$ cat src/logic/prc_pkg.sv
// shared constants and types of the pll and periodic interrupt control
package prc_pkg;

  // register bus widths
  localparam int unsigned ADDR_W = 2;
  localparam int unsigned DATA_W = 8;

  // register offsets
  localparam logic [ADDR_W-1:0] OFS_PLL_CONTROL = 2'h0;
  localparam logic [ADDR_W-1:0] OFS_RATE        = 2'h1;

  // pll control field positions
  localparam int unsigned BIT_MON   = 7;
  localparam int unsigned BIT_POWER = 6;
  localparam int unsigned BIT_AUTO  = 5;
  localparam int unsigned BIT_FILT  = 4;
  localparam int unsigned BIT_PRE   = 2;
  localparam int unsigned BIT_WDG   = 1;
  localparam int unsigned BIT_SELF  = 0;

  // rate register field positions
  localparam int unsigned PRE_LSB = 4;
  localparam int unsigned PRE_W   = 3;
  localparam int unsigned MOD_LSB = 0;
  localparam int unsigned MOD_W   = 4;
  localparam int unsigned RATE_W  = 7;

  // reset values
  localparam logic [DATA_W-1:0] PLL_CONTROL_RST = 8'hF1;
  localparam logic [RATE_W-1:0] RATE_RST        = 7'h00;

  // prescale code that turns the periodic interrupt off
  localparam logic [PRE_W-1:0] PRE_OFF = 3'h0;
  // exponent of the smallest prescale divide, reached at code one
  localparam int unsigned PRE_BASE_EXP = 10;
  // width of the periodic divider, large enough for 16 * 2^16
  localparam int unsigned PER_CNT_W = 21;

  // oscillator silence, in clk cycles, that counts as a lost clock
  localparam int unsigned CM_TIMEOUT_CYC = 64;

  // clock monitor states
  typedef enum logic [3:0]
  {
    CM_IDLE  = 4'b0001,
    CM_WATCH = 4'b0010,
    CM_SELF  = 4'b0100,
    CM_RESET = 4'b1000
  } prc_cm_state_t;

  // one register access of the cpu bus
  typedef struct packed
  {
    logic [ADDR_W-1:0] addr;
    logic [DATA_W-1:0] wdata;
    logic              wr;
    logic              rd;
  } prc_bus_req_t;

  // operating mode inputs of the surrounding clock and reset logic
  typedef struct packed
  {
    logic sysclk_from_pll;
    logic pseudo_stop_sel;
    logic pll_stop_in_wait;
    logic stop_mode;
    logic wait_mode;
    logic special_mode;
    logic periodic_stop_in_wait;
    logic watchdog_stop_in_wait;
    logic freq_near;
  } prc_mode_t;

endpackage

$ cat src/logic/prc_clk_mon.sv
// oscillator loss detector counting clk cycles between oscillator ticks
module prc_clk_mon
  import prc_pkg::*;
#(
  parameter int unsigned TIMEOUT = CM_TIMEOUT_CYC
)
(
  // clock and reset
  input  wire logic clk,
  input  wire logic nrst,
  // control and sense
  input  wire logic arm,
  input  wire logic osc_tick,
  // result
  output logic      fail
);

  localparam int unsigned CW = $clog2(TIMEOUT + 1);
  localparam logic [CW-1:0] LIMIT = CW'(TIMEOUT);

  logic [CW-1:0] gap_q;   // cycles since the last oscillator tick
  logic [CW-1:0] gap_d;
  logic          fail_q;  // oscillator deemed lost

  // restart on every tick, saturate at the limit
  assign gap_d = (!arm || osc_tick) ? '0 :
                 (gap_q == LIMIT) ? gap_q : gap_q + 1'b1;

  // gap counter and loss flag
  always_ff @(posedge clk)
  begin
    if (!nrst)
    begin
      gap_q  <= '0;
      fail_q <= 1'b0;
    end
    else
    begin
      gap_q  <= gap_d;
      fail_q <= arm && (gap_d == LIMIT);
    end
  end

  assign fail = fail_q;

endmodule

$ cat src/logic/prc_rti_div.sv
// periodic interrupt divider counting oscillator ticks
module prc_per_div
  import prc_pkg::*;
(
  // clock and reset
  input  wire logic              clk,
  input  wire logic              nrst,
  // control
  input  wire logic [RATE_W-1:0] rate,
  input  wire logic              tick,
  input  wire logic              restart,
  // result
  output logic                   hit
);

  logic [PER_CNT_W-1:0] cnt_q;   // oscillator ticks in this period
  logic [PER_CNT_W-1:0] cnt_d;
  logic [PER_CNT_W-1:0] last;    // final count of the period
  logic [PRE_W-1:0]     pre;     // prescale code
  logic [MOD_W-1:0]     modu;    // modulus code
  logic                 off;     // interrupt switched off
  logic                 wrap;    // period ends on this tick
  logic                 hit_q;

  assign pre  = rate[PRE_LSB +: PRE_W];
  assign modu = rate[MOD_LSB +: MOD_W];
  assign off  = (pre == PRE_OFF);
  // period = (modulus + 1) * 2^(9 + prescale)
  assign last = ((PER_CNT_W'(modu) + 1'b1)
                 << (PRE_BASE_EXP - 1 + pre)) - 1'b1;
  assign wrap = tick && !off && (cnt_q == last);
  assign cnt_d = (restart || off || wrap) ? '0 :
                 tick ? cnt_q + 1'b1 : cnt_q;

  // counter and one-cycle period pulse
  always_ff @(posedge clk)
  begin
    if (!nrst)
    begin
      cnt_q <= '0;
      hit_q <= 1'b0;
    end
    else
    begin
      cnt_q <= cnt_d;
      hit_q <= wrap && !restart;
    end
  end

  assign hit = hit_q;

endmodule

$ cat src/logic/prc_top.sv
// pll control and periodic interrupt rate registers with their logic
//
// Contract
// - clock monitor enable locked during self-clock
// - enabled monitor reacts to lost oscillator
// - full stop disables the clock monitor
// - self-clock forces pll on, bit kept
// - pll power locked while system runs pll
// - powered pll with auto bandwidth locks alone
// - auto bit locked while pll stops in wait
// - auto chooses bandwidth, else manual bit
// - manual bit: 0 low, 1 high bandwidth
// - periodic counter runs in pseudo-stop if enabled
// - halted periodic dividers freeze, not reinitialised
// - watchdog runs in pseudo-stop if enabled
// - halted watchdog dividers freeze, not reinitialised
// - self-clock enable write-once in normal modes, never cleared in self-clock
// - loss: reset if disabled, self-clock if enabled
// - rate write restarts the periodic counter
// - prescale zero off, else 2^10 to 2^16
// - modulus multiplies divide by value plus one
// - periodic counter counts oscillator cycles
// - prescale resets to off
// - request while flag and enable both set
// - pll stop in wait forces auto to one
module prc_top
  import prc_pkg::*;
#(
  parameter int unsigned CM_TIMEOUT = CM_TIMEOUT_CYC
)
(
  // clock and reset
  input  wire logic               clk,
  input  wire logic               nrst,
  // register port
  input  wire prc_bus_req_t       bus_req,
  output logic       [DATA_W-1:0] rd_data,
  // operating modes
  input  wire prc_mode_t          mode,
  // oscillator tick, one clk cycle per oscillator cycle
  input  wire logic               osc_tick,
  // periodic interrupt enable and flag clear
  input  wire logic               periodic_irq_en,
  input  wire logic               periodic_irq_clr,
  // pll controls
  output logic                    pll_power,
  output logic                    pll_bw_high,
  output logic                    pll_auto_bw,
  // clock monitor
  output logic                    clk_mon_armed,
  output logic                    self_clock_active,
  output logic                    clk_mon_reset,
  // watchdog divider controls
  output logic                    watchdog_tick_en,
  output logic                    watchdog_reinit,
  // periodic interrupt
  output logic                    periodic_irq_flag,
  output logic                    periodic_interrupt
);

  // decoded bus accesses
  wire wr_pll  = bus_req.wr && (bus_req.addr == OFS_PLL_CONTROL);
  wire wr_rate = bus_req.wr && (bus_req.addr == OFS_RATE);
  wire rd_any  = bus_req.rd;

  // write data bits, named for the fields they feed
  wire [DATA_W-1:0] wd = bus_req.wdata;

  // pll control register fields
  logic clk_monitor_en_q;            // clock monitor enable
  logic pll_power_on_q;              // latched pll power request
  logic auto_bw_q;                   // automatic bandwidth
  logic manual_acquire_q;            // manual filter choice
  logic periodic_run_pstop_q;        // periodic counter runs in pseudo-stop
  logic watchdog_run_pseudo_stop_q;  // watchdog runs in pseudo-stop
  logic self_clock_enable_q;         // self-clock on oscillator loss
  logic self_en_used_q;              // self-clock enable already written

  // next values of the pll control fields
  logic clk_monitor_en_d;
  logic pll_power_on_d;
  logic auto_bw_d;
  logic manual_acquire_d;
  logic periodic_run_pstop_d;
  logic watchdog_run_pseudo_stop_d;
  logic self_clock_enable_d;
  logic self_en_used_d;

  // periodic interrupt rate register
  logic [RATE_W-1:0] periodic_rate_sel_q;
  logic [RATE_W-1:0] periodic_rate_sel_d;

  // clock monitor state
  prc_cm_state_t cm_state_q;
  prc_cm_state_t cm_state_d;

  // periodic interrupt flag
  logic irq_flag_q;
  logic irq_flag_d;

  // registered outputs
  logic [DATA_W-1:0] rd_data_q;
  logic              pll_power_q;
  logic              pll_bw_high_q;
  logic              wdog_tick_q;
  logic              wdog_reinit_q;

  // internal status
  logic in_self;        // self-clock mode in force
  logic pstop_active;   // pseudo-stop in force
  logic full_stop;      // stop with the oscillator off
  logic osc_lost;       // clock monitor saw oscillator loss
  logic mon_arm;        // clock monitor allowed to look
  logic per_hit;        // periodic divider finished a period
  logic per_tick;       // periodic divider may count this cycle
  logic per_restart;    // periodic divider back to zero
  logic self_en_may_wr; // self-clock enable accepts this write

  // mode decode
  assign in_self      = (cm_state_q == CM_SELF);
  assign full_stop    = mode.stop_mode && !mode.pseudo_stop_sel;
  assign pstop_active = mode.stop_mode && mode.pseudo_stop_sel;

  // monitor looks only when enabled and not in full stop, even in self-clock
  assign mon_arm = (clk_monitor_en_q || in_self) && !full_stop;

  // clock monitor enable, locked while in self-clock mode
  assign clk_monitor_en_d = (wr_pll && !in_self) ? wd[BIT_MON]
                          : clk_monitor_en_q;

  // pll power, locked while the system clock comes from the pll
  assign pll_power_on_d = (wr_pll && !mode.sysclk_from_pll)
                        ? wd[BIT_POWER] : pll_power_on_q;

  // auto bandwidth, held at one while the pll stops in wait
  assign auto_bw_d = mode.pll_stop_in_wait ? 1'b1
                   : wr_pll ? wd[BIT_AUTO] : auto_bw_q;

  // manual filter choice, writable at any time
  assign manual_acquire_d = wr_pll ? wd[BIT_FILT]
                          : manual_acquire_q;

  // pseudo-stop run bits, writable at any time
  assign periodic_run_pstop_d = wr_pll ? wd[BIT_PRE]
                              : periodic_run_pstop_q;
  assign watchdog_run_pseudo_stop_d = wr_pll ? wd[BIT_WDG]
                                    : watchdog_run_pseudo_stop_q;

  // self-clock enable: once in normal modes, freely in special modes,
  // and a clear is refused while self-clock mode is in force
  assign self_en_may_wr = wr_pll
                       && (mode.special_mode || !self_en_used_q)
                       && !(in_self && !wd[BIT_SELF]);
  assign self_clock_enable_d = self_en_may_wr ? wd[BIT_SELF]
                             : self_clock_enable_q;
  // any write in a normal mode uses up the single chance
  assign self_en_used_d = self_en_used_q
                       || (wr_pll && !mode.special_mode);

  // rate register, writable at any time
  assign periodic_rate_sel_d = wr_rate ? wd[RATE_W-1:0]
                             : periodic_rate_sel_q;

  // register bank update
  always_ff @(posedge clk)
  begin
    if (!nrst)
    begin
      clk_monitor_en_q           <= PLL_CONTROL_RST[BIT_MON];
      pll_power_on_q             <= PLL_CONTROL_RST[BIT_POWER];
      auto_bw_q                  <= PLL_CONTROL_RST[BIT_AUTO];
      manual_acquire_q           <= PLL_CONTROL_RST[BIT_FILT];
      periodic_run_pstop_q       <= PLL_CONTROL_RST[BIT_PRE];
      watchdog_run_pseudo_stop_q <= PLL_CONTROL_RST[BIT_WDG];
      self_clock_enable_q        <= PLL_CONTROL_RST[BIT_SELF];
      self_en_used_q             <= 1'b0;
      periodic_rate_sel_q        <= RATE_RST;
    end
    else
    begin
      clk_monitor_en_q           <= clk_monitor_en_d;
      pll_power_on_q             <= pll_power_on_d;
      auto_bw_q                  <= auto_bw_d;
      manual_acquire_q           <= manual_acquire_d;
      periodic_run_pstop_q       <= periodic_run_pstop_d;
      watchdog_run_pseudo_stop_q <= watchdog_run_pseudo_stop_d;
      self_clock_enable_q        <= self_clock_enable_d;
      self_en_used_q             <= self_en_used_d;
      periodic_rate_sel_q        <= periodic_rate_sel_d;
    end
  end

  // read mux: bit 3 of the pll control and bit 7 of the rate register read zero
  wire [DATA_W-1:0] pll_rd = {clk_monitor_en_q,
                              pll_power_on_q,
                              auto_bw_q,
                              manual_acquire_q,
                              1'b0,
                              periodic_run_pstop_q,
                              watchdog_run_pseudo_stop_q,
                              self_clock_enable_q};
  wire [DATA_W-1:0] rate_rd = {1'b0, periodic_rate_sel_q};
  wire [DATA_W-1:0] rd_sel  =
    (bus_req.addr == OFS_PLL_CONTROL) ? pll_rd :
    (bus_req.addr == OFS_RATE)        ? rate_rd : '0;

  // read data stand only in the cycle after the strobe
  always_ff @(posedge clk)
  begin
    if (!nrst)
    begin
      rd_data_q <= '0;
    end
    else
    begin
      rd_data_q <= rd_any ? rd_sel : '0;
    end
  end

  // oscillator loss detector
  prc_clk_mon #(
    .TIMEOUT (CM_TIMEOUT)
  ) u_clk_mon (
    .clk      (clk),
    .nrst     (nrst),
    .arm      (mon_arm),
    .osc_tick (osc_tick),
    .fail     (osc_lost)
  );

  // clock monitor sequencing
  always_comb
  begin
    cm_state_d = cm_state_q;
    case (cm_state_q)
      // monitor disabled or in full stop
      CM_IDLE:
      begin
        if (mon_arm)
        begin
          cm_state_d = CM_WATCH;
        end
      end
      // watching the oscillator
      CM_WATCH:
      begin
        if (!mon_arm)
        begin
          cm_state_d = CM_IDLE;
        end
        else if (osc_lost)
        begin
          // loss leads to self-clock or to a reset
          cm_state_d = self_clock_enable_q ? CM_SELF
                                           : CM_RESET;
        end
      end
      // running on the self clock until the oscillator is back
      CM_SELF:
      begin
        if (!osc_lost)
        begin
          cm_state_d = CM_WATCH;
        end
      end
      // one cycle of reset request, then start over
      CM_RESET:
      begin
        cm_state_d = CM_IDLE;
      end
      default:
      begin
        cm_state_d = CM_IDLE;
      end
    endcase
  end

  // clock monitor state register
  always_ff @(posedge clk)
  begin
    if (!nrst)
    begin
      cm_state_q <= CM_IDLE;
    end
    else
    begin
      cm_state_q <= cm_state_d;
    end
  end

  // periodic counter halts in pseudo-stop unless enabled, and a rate
  // write or wait mode with its stop bit reinitialises it
  assign per_tick    = osc_tick
                    && !(pstop_active && !periodic_run_pstop_q);
  assign per_restart = wr_rate
                    || (mode.wait_mode && mode.periodic_stop_in_wait);

  // periodic divider
  prc_per_div u_per_div (
    .clk     (clk),
    .nrst    (nrst),
    .rate    (periodic_rate_sel_q),
    .tick    (per_tick),
    .restart (per_restart),
    .hit     (per_hit)
  );

  // flag: a period end in the clearing cycle wins
  assign irq_flag_d = per_hit
                   || (irq_flag_q && !periodic_irq_clr);

  // pll power, bandwidth and watchdog controls
  always_ff @(posedge clk)
  begin
    if (!nrst)
    begin
      irq_flag_q    <= 1'b0;
      pll_power_q   <= 1'b0;
      pll_bw_high_q <= 1'b0;
      wdog_tick_q   <= 1'b0;
      wdog_reinit_q <= 1'b0;
    end
    else
    begin
      irq_flag_q    <= irq_flag_d;
      // self-clock keeps the pll powered whatever the bit holds
      pll_power_q   <= pll_power_on_q || in_self;
      // auto picks acquisition from the frequency error
      pll_bw_high_q <= auto_bw_q ? !mode.freq_near
                                 : manual_acquire_q;
      // watchdog freezes in pseudo-stop unless enabled
      wdog_tick_q   <= osc_tick
                    && !(pstop_active && !watchdog_run_pseudo_stop_q)
                    && !(mode.wait_mode && mode.watchdog_stop_in_wait);
      wdog_reinit_q <= mode.wait_mode && mode.watchdog_stop_in_wait;
    end
  end

  // outputs
  assign rd_data            = rd_data_q;
  assign pll_power          = pll_power_q;
  assign pll_bw_high        = pll_bw_high_q;
  assign pll_auto_bw        = auto_bw_q;
  assign clk_mon_armed      = mon_arm;
  assign self_clock_active  = in_self;
  assign clk_mon_reset      = (cm_state_q == CM_RESET);
  assign watchdog_tick_en   = wdog_tick_q;
  assign watchdog_reinit    = wdog_reinit_q;
  assign periodic_irq_flag  = irq_flag_q;
  assign periodic_interrupt = irq_flag_q && periodic_irq_en;

endmodule

$ cat config.mk
export PLATFORM = sky130hd
export DESIGN_NAME = prc_top
export DESIGN_NICKNAME = d
export VERILOG_FILES = /design/src/logic/prc_pkg.sv /design/src/logic/prc_clk_mon.sv /design/src/logic/prc_rti_div.sv /design/src/logic/prc_top.sv
export SDC_FILE = /design/constraint.sdc
export NUM_CORES = 1
export LEC_CHECK = 0
export BUFFER_PORTS_ARGS = -buffer_cell sky130_fd_sc_hd__buf_2
export CAP_MARGIN = 20
export CORE_ASPECT_RATIO = 0.9
export CORE_UTILIZATION = 60
export CTS_CLUSTER_SIZE = 10
export DETAILED_ROUTE_END_ITERATION = 12
export HOLD_SLACK_MARGIN = 0.12
export MAX_ROUTING_LAYER = met4
export PLACE_DENSITY = 0.9
export SYNTH_ARGS = -nofsm -noshare
export SYNTH_HDL_FRONTEND = slang
export SYNTH_SLANG_ARGS = --single-unit
export TNS_END_PERCENT = 1
$ cat constraint.sdc
create_clock -name clk -period 4.4 [get_ports clk]
set_input_delay 0.88 -clock clk [delete_from_list [all_inputs] [get_ports clk]]
set_output_delay 0.88 -clock clk [all_outputs]
set_load 0.02 [all_outputs]
==> results.sh, run 1 <==
export IMPL_outcome="finished clean"
export IMPL_placed_area_sq_mm=0.00445
export IMPL_fin_crit_sh=0.924
export IMPL_cts_hold_buf=0
export IMPL_synthSimpleGateAreaFrac=0.315
export IMPL_max_freq_mhz=246
export IMPL_maxCapViolCount=0
export IMPL_fin_tns_setup_ps=0
export IMPL_netlist_cell_type_count=67
export IMPL_min_to="periodic_irq_flag"
export IMPL_synth_top_family_by_area="simple AND/OR/NAND/NOR gates"
export IMPL_yosys_mux_area_fraction=0.0383
export IMPL_rows=28
export IMPL_pre_cts_ws_ps=317
export IMPL_avgViaCountPerCell=6.23
export IMPL_syn_to_final_growth_pct=10.1
export IMPL_r2r_setup_slack_ps=330
export IMPL_die_h_um=81.5
export IMPL_overflow=0
export IMPL_holdPathStages=1
export IMPL_combPwrFrac=0.155
export IMPL_clock_skew_ps=12.4
export IMPL_syn_instance_count=546
export IMPL_fin_area_sq_mm=0.00464
export IMPL_clk_pin_slew_ps=80
export IMPL_synth_seq_cells=62
export IMPL_die_area_sq_mm=0.00736
export IMPL_synth_compound_area_frac=0.171
export IMPL_antenna_found_initial=0
export IMPL_fp_dieW_um=90.4
export IMPL_async_flop_share=0
export IMPL_grt_pass1_wl_um=17500
export IMPL_fin_cells=670
export IMPL_via_count=4173
export IMPL_ys_warn_count=0
export IMPL_layout_drive_gt1_share=0.140
export IMPL_clk_root_buffer_cell="clkbuf_8"
export IMPL_swShare=0.290
export IMPL_antenna_cells=0
export IMPL_htreeDepth=3
export IMPL_ant_nets=0
export IMPL_drc=0
export IMPL_holdWs_ps=488
export IMPL_p_per_area_mw_per_mm2=277
export IMPL_peakVddDrop_mv=0.229
export IMPL_io_buffers=43
export IMPL_layout_setup_ws_ps=334
export IMPL_dpl_hpwl_um=7720
export IMPL_crit_path_start_kind="flop"
export IMPL_setup_viol=0
export IMPL_worst_ep_required_time_ps=4690
export IMPL_synthXorXnorAreaFrac=0.110
export IMPL_cts_tree="built"
export IMPL_dr_pass1_iters=5
export IMPL_fin_nets=610
export IMPL_synthesis_nets=580
export IMPL_rr_worst_depth=13
export IMPL_fill_cells=514
export IMPL_cp_max_fo=22
export IMPL_final_util=0.693
export IMPL_ys_flop_type="dfxtp_1"
export IMPL_post_drt_wl_per_cell_um=16.1
export IMPL_start_util=0.630
export IMPL_wirelength_um=10800
export IMPL_power_mw=1.29
export IMPL_worstSetupPathType="flop to flop"
export IMPL_drtIter0Drc=387
export IMPL_hold_path_class="flop to flop"
export IMPL_seqPwrFrac=0.463
export IMPL_post_route_min_period_ps=4070
export IMPL_p_int_mw=0.913
export IMPL_timing_rr_end="u_per_div.hit"
export IMPL_maxSlewViolCount=0
export IMPL_cp_arrival_ps=4350
export IMPL_design_core_area_sq_mm=0.00669
export IMPL_synth_top_area_share=0.294
export IMPL_cts_sinks=62
export IMPL_avgSynthCellArea_sq_um=7.72
export IMPL_synth_area_sq_mm=0.00422
export IMPL_synth_common_cells="nor2_1 (72), nand2_1 (69), dfxtp_1 (62)"
export IMPL_grt_pass1_vias=3788
export IMPL_io_pins=44
export IMPL_gp_congestion=0.928
export IMPL_grt_max_degree=28
export IMPL_rsz0062_at_grt="no"
export IMPL_cts_buffer_depth=2
export IMPL_p_leak_nw=1.88
export IMPL_max_slew_worst_pin_slew_ps=893
export IMPL_clockPowerShare=0.382
export IMPL_grt_use_total=0.305
export IMPL_p_sw_mw=0.373
export IMPL_critPathCaptureType="flop"
export IMPL_synth_edf_count=0
export IMPL_synthTopCellsByArea="dfxtp_1 (29%), xnor2_1 (6.6%), nor2_1 (6.4%)"
export IMPL_relSlewSlack=0.403
export IMPL_numCtsBuffers=9
export IMPL_seq_area_frac_synth=0.294
export IMPL_hold_viol=0
export IMPL_synth_most_common_cell="nor2_1"
export IMPL_r2r_start="periodic_rate_sel_q[5]"
export IMPL_synth_largest_area_cell="dfxtp_1"
export IMPL_insertion_delay_ps=350
export IMPL_dp_cells=655
export IMPL_holdCritStartpoint="u_per_div.hit"
export IMPL_synth_fa_ha_area_frac=0.0237
[cells by family after synthesis]
group / after synthesis
adder cells (fa/ha/maj): 8
AND/OR/NAND/NOR: 262
buffers and inverters: 44
multiplexers: 16
AO/OA/AOI/OAI: 103
flip-flops: 62
XOR/XNOR: 51
[worst max-delay path, stage by stage (launching register included)]
cell and delay (ps):
dfxtp_1 420, inv_1 80, ha_1 390, buf_4 220
nor2b_1 180, and4_1 260, a211oi_4 440, o22ai_2 190
nor4_4 410, nand3_2 160, or4_1 500, a211oi_2 190
and4_4 400, nor2b_1 160
[registers in the layout (all words and copies together), names as in the netlist, 4 cells and up]
register	cells
u_clk_mon.gap_q	7
cm_state_q	4
periodic_rate_sel_q	7
rd_data	8
u_per_div.cnt_q	21
[worst max path at each step]
stage                         end  slack (ps)                   start  depth (start not counted)
2_1_floorplan  u_per_div.cnt_q[0]         590  periodic_rate_sel_q[4]                         16
3_3_place_gp        u_per_div.hit         390  periodic_rate_sel_q[4]                         15
3_5_place_dp        u_per_div.hit         320  periodic_rate_sel_q[4]                         15
4_1_cts             u_per_div.hit         250  periodic_rate_sel_q[4]                         15
5_1_grt             u_per_div.hit          90  periodic_rate_sel_q[4]                         15
6_report            u_per_div.hit         330  periodic_rate_sel_q[5]                         13
[timing repair]
| item | in CTS | in global routing |
|---|---|---|
| gates resized for setup | 0 | 1 |
| setup endpoints to repair | 0 | 22 |
| setup buffers | 0 | 0 |
[layout make-up]
class,instances,area (sq um),share of cell area
sequential,62,1240,0.268
clock inverter,6,63.8,0.0138
multi-input combinational,440,2780,0.599
inverter,12,45.0,0.00971
timing repair buffer,51,275,0.0593
tap,90,113,0.0243
clock buffer,9,124,0.0267
[routing by layer]
metal / part of all wire / track usage / vias to the layer above
met5: 0 / - / -
met4: 0.019 / 0.129 / 0
met3: 0.085 / 0.0657 / 26
met2: 0.47 / 0.492 / 203
met1: 0.43 / 0.374 / 1954
li1: - / - / 1990
[cell usage in the layout (no fill, tap or decap), drive strengths merged, types with 3 or more instances in the layout]
master	count
clkbuf	9
nor2	72
dfxtp	62
or3	4
and3	11
o21ai	19
nand4	7
xor2	18
xnor2	32
and4	4
nor4	6
nor2b	17
nand3	18
inv	12
a21boi	4
nand2b	9
o22ai	7
nor4b	5
a211oi	3
a31oi	8
buf	51
o31ai	5
o221ai	4
ha	8
nand3b	7
a21oi	25
clkinv	3
mux2i	15
o21a	5
and2	3
nand2	69
nor3b	4
nor3	17
o31a	3
[power groups by stage]
stage / clock network [mW] / registers (mW) / logic [mW]
after floorplan: 0 / 0.603 / 0.143
after global placement: 0 / 0.606 / 0.186
after detailed placement: 0 / 0.608 / 0.191
after CTS: 0.490 / 0.595 / 0.194
after global routing: 0.509 / 0.598 / 0.217
final: 0.492 / 0.596 / 0.199
No activity file was read; power rests on OpenSTA's default activity.
==> run 2, diff against run 1 <==
Settings changed: PLACE_DENSITY 0.9 to 0.81.
==> results.sh, run 2 (synthesis results as in run 1) <==
export IMPL_outcome="finished clean"
export IMPL_rows=28
export IMPL_fin_tns_setup_ps=0
export IMPL_layout_drive_gt1_share=0.141
export IMPL_hold_viol=0
export IMPL_drc=0
export IMPL_cts_sinks=62
export IMPL_largest_reg_flops=21
export IMPL_p_leak_nw=1.88
export IMPL_gp_congestion=0.959
export IMPL_grt_pass1_vias=3637
export IMPL_max_slew_worst_pin_slew_ps=784
export IMPL_ant_nets=0
export IMPL_power_mw=1.23
export IMPL_slowest_stage="ha_1"
export IMPL_design_core_area_sq_mm=0.00669
export IMPL_antenna_cells=0
export IMPL_placed_area_sq_mm=0.00445
export IMPL_via_count=4100
export IMPL_ff_latch_area_sq_mm=0.00124
export IMPL_io_buffers=43
export IMPL_maxSlewViolCount=0
export IMPL_die_h_um=81.5
export IMPL_grt_max_degree=28
export IMPL_numCtsBuffers=9
export IMPL_layout_setup_ws_ps=340
export IMPL_p_per_area_mw_per_mm2=266
export IMPL_cts_tree="built"
export IMPL_cp_max_fo=22
export IMPL_crit_path_start_kind="flop"
export IMPL_insertion_delay_ps=340
export IMPL_worstSetupPathType="flop to flop"
export IMPL_setup_viol=0
export IMPL_worstPathCellList="inv_1 > ha_1 > a21boi_0 > o221a_2 > a211oi_4 > o22ai_2 > nor4_4 > nand3_2 > or4_1 > a211oi_2 > and4_4 > nor2b_1"
export IMPL_wirelength_um=10600
export IMPL_fill_cells=570
export IMPL_rsz0062_at_grt="no"
export IMPL_pre_cts_ws_ps=388
export IMPL_peakVddDrop_mv=0.265
export IMPL_post_route_min_period_ps=4060
export IMPL_hold_path_class="flop to flop"
export IMPL_cts_buffer_depth=2
export IMPL_max_freq_mhz=246
export IMPL_cts_setup_buffers=0
export IMPL_max_stage_delay_ps=530
export IMPL_avgViaCountPerCell=6.11
export IMPL_start_util=0.630
export IMPL_clock_skew_ps=5.26
export IMPL_fin_crit_sh=0.923
export IMPL_fp_dieW_um=90.4
export IMPL_overflow=0
export IMPL_antenna_found_initial=0
export IMPL_final_cell_mix="nor2_1 (72), nand2_1 (69), dfxtp_1 (62), buf_2 (43), xnor2_1 (32)"
export IMPL_post_drt_wl_per_cell_um=15.8
export IMPL_relSlewSlack=0.476
export IMPL_dr_pass1_iters=6
export IMPL_maxCapViolCount=0
export IMPL_fin_area_sq_mm=0.00462
export IMPL_io_pins=44
export IMPL_syn_to_final_growth_pct=9.68
export IMPL_fin_nets=610
export IMPL_grt_pass1_wl_um=17200
export IMPL_clk_root_buffer_cell="clkbuf_8"
export IMPL_drtIter0Drc=327
export IMPL_die_area_sq_mm=0.00736
export IMPL_critPathCaptureType="flop"
export IMPL_grt_use_total=0.304
export IMPL_clk_pin_slew_ps=70
export IMPL_holdWs_ps=451
export IMPL_final_common_cell="nor2_1"
export IMPL_htreeDepth=3
export IMPL_cp_arrival_ps=4330
export IMPL_multi_input_area_sq_mm=0.00278
export IMPL_worst_ep_required_time_ps=4670
export IMPL_regMostFlops="u_per_div.cnt_q"
export IMPL_dpl_hpwl_um=7770
## run 2: routing by layer
layer	up-vias	part of all wire	global-route usage
met5	-	0	-
met1	1937	0.46	0.383
met2	156	0.47	0.487
li1	1985	-	-
met3	22	0.059	0.0648
met4	0	0.016	0.105
## run 2: critical path, delay by kind of cell (launching register included)
family	cells	cell delay, ps
adder cells (fa/ha/maj)	1	530
buffers and inverters	1	60
AO/OA/AOI/OAI	5	1350
flip-flops	1	400
AND/OR/NAND/NOR	5	1650
## run 2: cell type report
cell class	instances	area share
multi-input cells	440	0.601
well taps	90	0.0244
flip-flops and latches	62	0.268
clock buffers	9	0.0268
clock inverters	7	0.0103
inverters	12	0.00974
repair buffers	51	0.0595
## run 2: worst paths after layout
check | from | end | slack [ps] | cells after the start
worst min-delay path | u_per_div.hit | periodic_irq_flag | 450 | 1
worst max-delay path | periodic_rate_sel_q[5] | u_per_div.hit | 340 | 12
worst max register to register | periodic_rate_sel_q[5] | u_per_div.hit | 340 | 12
worst min register to register | u_per_div.hit | periodic_irq_flag | 450 | 1
## run 2: repair_timing
action	in CTS	in global routing
hold buffers	0	0
setup endpoints to repair	0	22
resized for setup	0	1
## run 2: through the flow
stage,utilization,cells
finish,0.691,671
global route,0.691,671
CTS,0.690,671
floorplan,-,546
detailed placement,0.664,655
global placement,0.664,655
## run 2: report_power, final
part / leakage (nW) / internal, mW / switching, mW
logic: 1.29 / 0.0804 / 0.116
registers: 0.503 / 0.576 / 0.0187
clock network: 0.0858 / 0.205 / 0.236
total: 1.88 / 0.861 / 0.371
==> run 3, diff against run 2 <==
Settings changed: BUFFER_PORTS_ARGS -buffer_cell sky130_fd_sc_hd__buf_2 to unset, DONT_BUFFER_PORTS set to 1, PLACE_DENSITY 0.81 to 0.76.
==> results.sh, run 3 (synthesis results as in run 1) <==
export IMPL_fin_nets=568
export IMPL_cp_max_fo=23
export IMPL_die_h_um=81.5
export IMPL_cts_tree="built"
export IMPL_fp_dieW_um=90.4
export IMPL_grt_use_total=0.287
export IMPL_avgViaCountPerCell=6.12
export IMPL_critPathCaptureType="flop"
export IMPL_outcome="finished clean"
export IMPL_grt_pass1_vias=3477
export IMPL_use_met3=0.0574
export IMPL_grt_max_degree=28
export IMPL_final_cell_mix="nor2_1 (72), nand2_1 (69), dfxtp_1 (62), xnor2_1 (32), a21oi_1 (25)"
export IMPL_gp_congestion=0.937
export IMPL_antenna_found_initial=0
export IMPL_drtIter0Drc=320
export IMPL_htreeDepth=3
export IMPL_layout_drive_gt1_share=0.0705
export IMPL_dpl_hpwl_um=7340
export IMPL_max_slew_worst_pin_slew_ps=962
export IMPL_post_route_min_period_ps=4070
export IMPL_clk_pin_slew_ps=70
export IMPL_clk_root_buffer_cell="clkbuf_8"
export IMPL_die_area_sq_mm=0.00736
export IMPL_largest_reg_flops=21
export IMPL_overflow=0
export IMPL_post_drt_wl_per_cell_um=15.7
export IMPL_cts_setup_buffers=0
export IMPL_setup_viol=0
export IMPL_maxSlewViolCount=0
export IMPL_grtUsageMet2=0.459
export IMPL_worstSetupPathType="flop to flop"
export IMPL_start_util=0.630
export IMPL_io_pins=44
export IMPL_rows=28
export IMPL_drc=0
export IMPL_cts_resized=0
export IMPL_dp_cells=613
export IMPL_cts_hold_buf=0
export IMPL_gr_usage_met1=0.370
export IMPL_fin_crit_sh=0.926
export IMPL_regMostFlops="u_per_div.cnt_q"
export IMPL_rsz0062_at_grt="no"
export IMPL_crit_path_start_kind="flop"
export IMPL_design_core_area_sq_mm=0.00669
export IMPL_ant_nets=0
export IMPL_p_per_area_mw_per_mm2=287
export IMPL_relSlewSlack=0.350
export IMPL_antenna_cells=0
export IMPL_cts_sinks=62
export IMPL_final_common_cell="nor2_1"
export IMPL_insertion_delay_ps=340
export IMPL_numCtsBuffers=9
export IMPL_maxCapViolCount=0
export IMPL_via_count=3847
export IMPL_hold_viol=0
export IMPL_syn_to_final_growth_pct=5.28
export IMPL_max_freq_mhz=245
export IMPL_worst_ep_required_time_ps=4680
export IMPL_dr_pass1_iters=5
export IMPL_wirelength_um=9890
export IMPL_peakVddDrop_mv=0.255
export IMPL_clock_skew_ps=9.55
export IMPL_fin_cells=629
export IMPL_top_usage_layer="met2"
export IMPL_hold_path_class="flop to flop"
export IMPL_cts_buffer_depth=2
export IMPL_io_buffers=0
export IMPL_p_leak_nw=1.70
export IMPL_fin_tns_setup_ps=0
export IMPL_grt_pass1_wl_um=16500
export IMPL_cp_arrival_ps=4360
-- run 3: changes by cell type in the layout (fill, tap and decap cells not counted), sizes merged --
cell    previous run  this run
buf               51         9
clkbuf             9        11
inv               14        12
bufinv             0         1
clkinv             3         2
-- run 3: layout make-up --
class,instances,area (sq um)
Multi-Input combinational cell,440,2770
Fill cell,584,2250
Sequential cell,62,1240
Clock buffer,11,141
Tap cell,90,113
Timing Repair Buffer,9,67.6
Clock inverter,5,58.8
Inverter,12,45.0
-- run 3: per-stage QoR --
| step | utilization | hold WS (ps) | total power, mW | instance area [sq um] | setup WS (ps) |
|---|---|---|---|---|---|
| 5_1_grt | 0.663 | 465 | 1.32 | 4440 | 39.2 |
| 3_3_place_gp | 0.633 | 435 | 0.772 | 4240 | 419 |
| 4_1_cts | 0.663 | 452 | 1.28 | 4440 | 357 |
| 6_report | 0.663 | 448 | 1.27 | 4440 | 327 |
| 2_1_floorplan | - | 418 | 0.746 | 4220 | 594 |
| 3_5_place_dp | 0.633 | 435 | 0.776 | 4240 | 395 |
-- run 3: layer usage --
layer | wire length, um | share of wire | up-vias
met5 | 0 | 0 | -
met4 | 155 | 0.016 | 0
met3 | 612 | 0.062 | 15
met2 | 4470 | 0.45 | 141
met1 | 4650 | 0.47 | 1776
li1 | - | - | 1915
-- run 3: worst max-delay path, cell delays in order (launching register included) --
cell and delay [ps]:
dfxtp_1 310, buf_4 200, ha_1 210, ha_1 290
buf_4 200, nor4b_1 660, nand2_1 170, ha_1 270
o31ai_1 90, a31o_2 240, nor3_1 80, xnor2_1 140
or3_1 420, a211oi_2 150, and4_4 410, nor2b_1 160
-- run 3: path summary, 6_finish.rpt --
path / from / end / slack (ps) / cells past startpoint
min: u_per_div.hit / periodic_irq_flag / 450 / 1
max: periodic_rate_sel_q[4] / u_per_div.hit / 330 / 15
min reg2reg: u_per_div.hit / periodic_irq_flag / 450 / 1
max reg2reg: periodic_rate_sel_q[4] / u_per_div.hit / 330 / 15
-- run 3: power breakdown --
group | leakage (nW) | internal [mW] | total (mW) | switching (mW)
Combinational | 1.10 | 0.0697 | 0.168 | 0.0980
Clock | 0.0955 | 0.277 | 0.505 | 0.228
Sequential | 0.503 | 0.576 | 0.601 | 0.0244
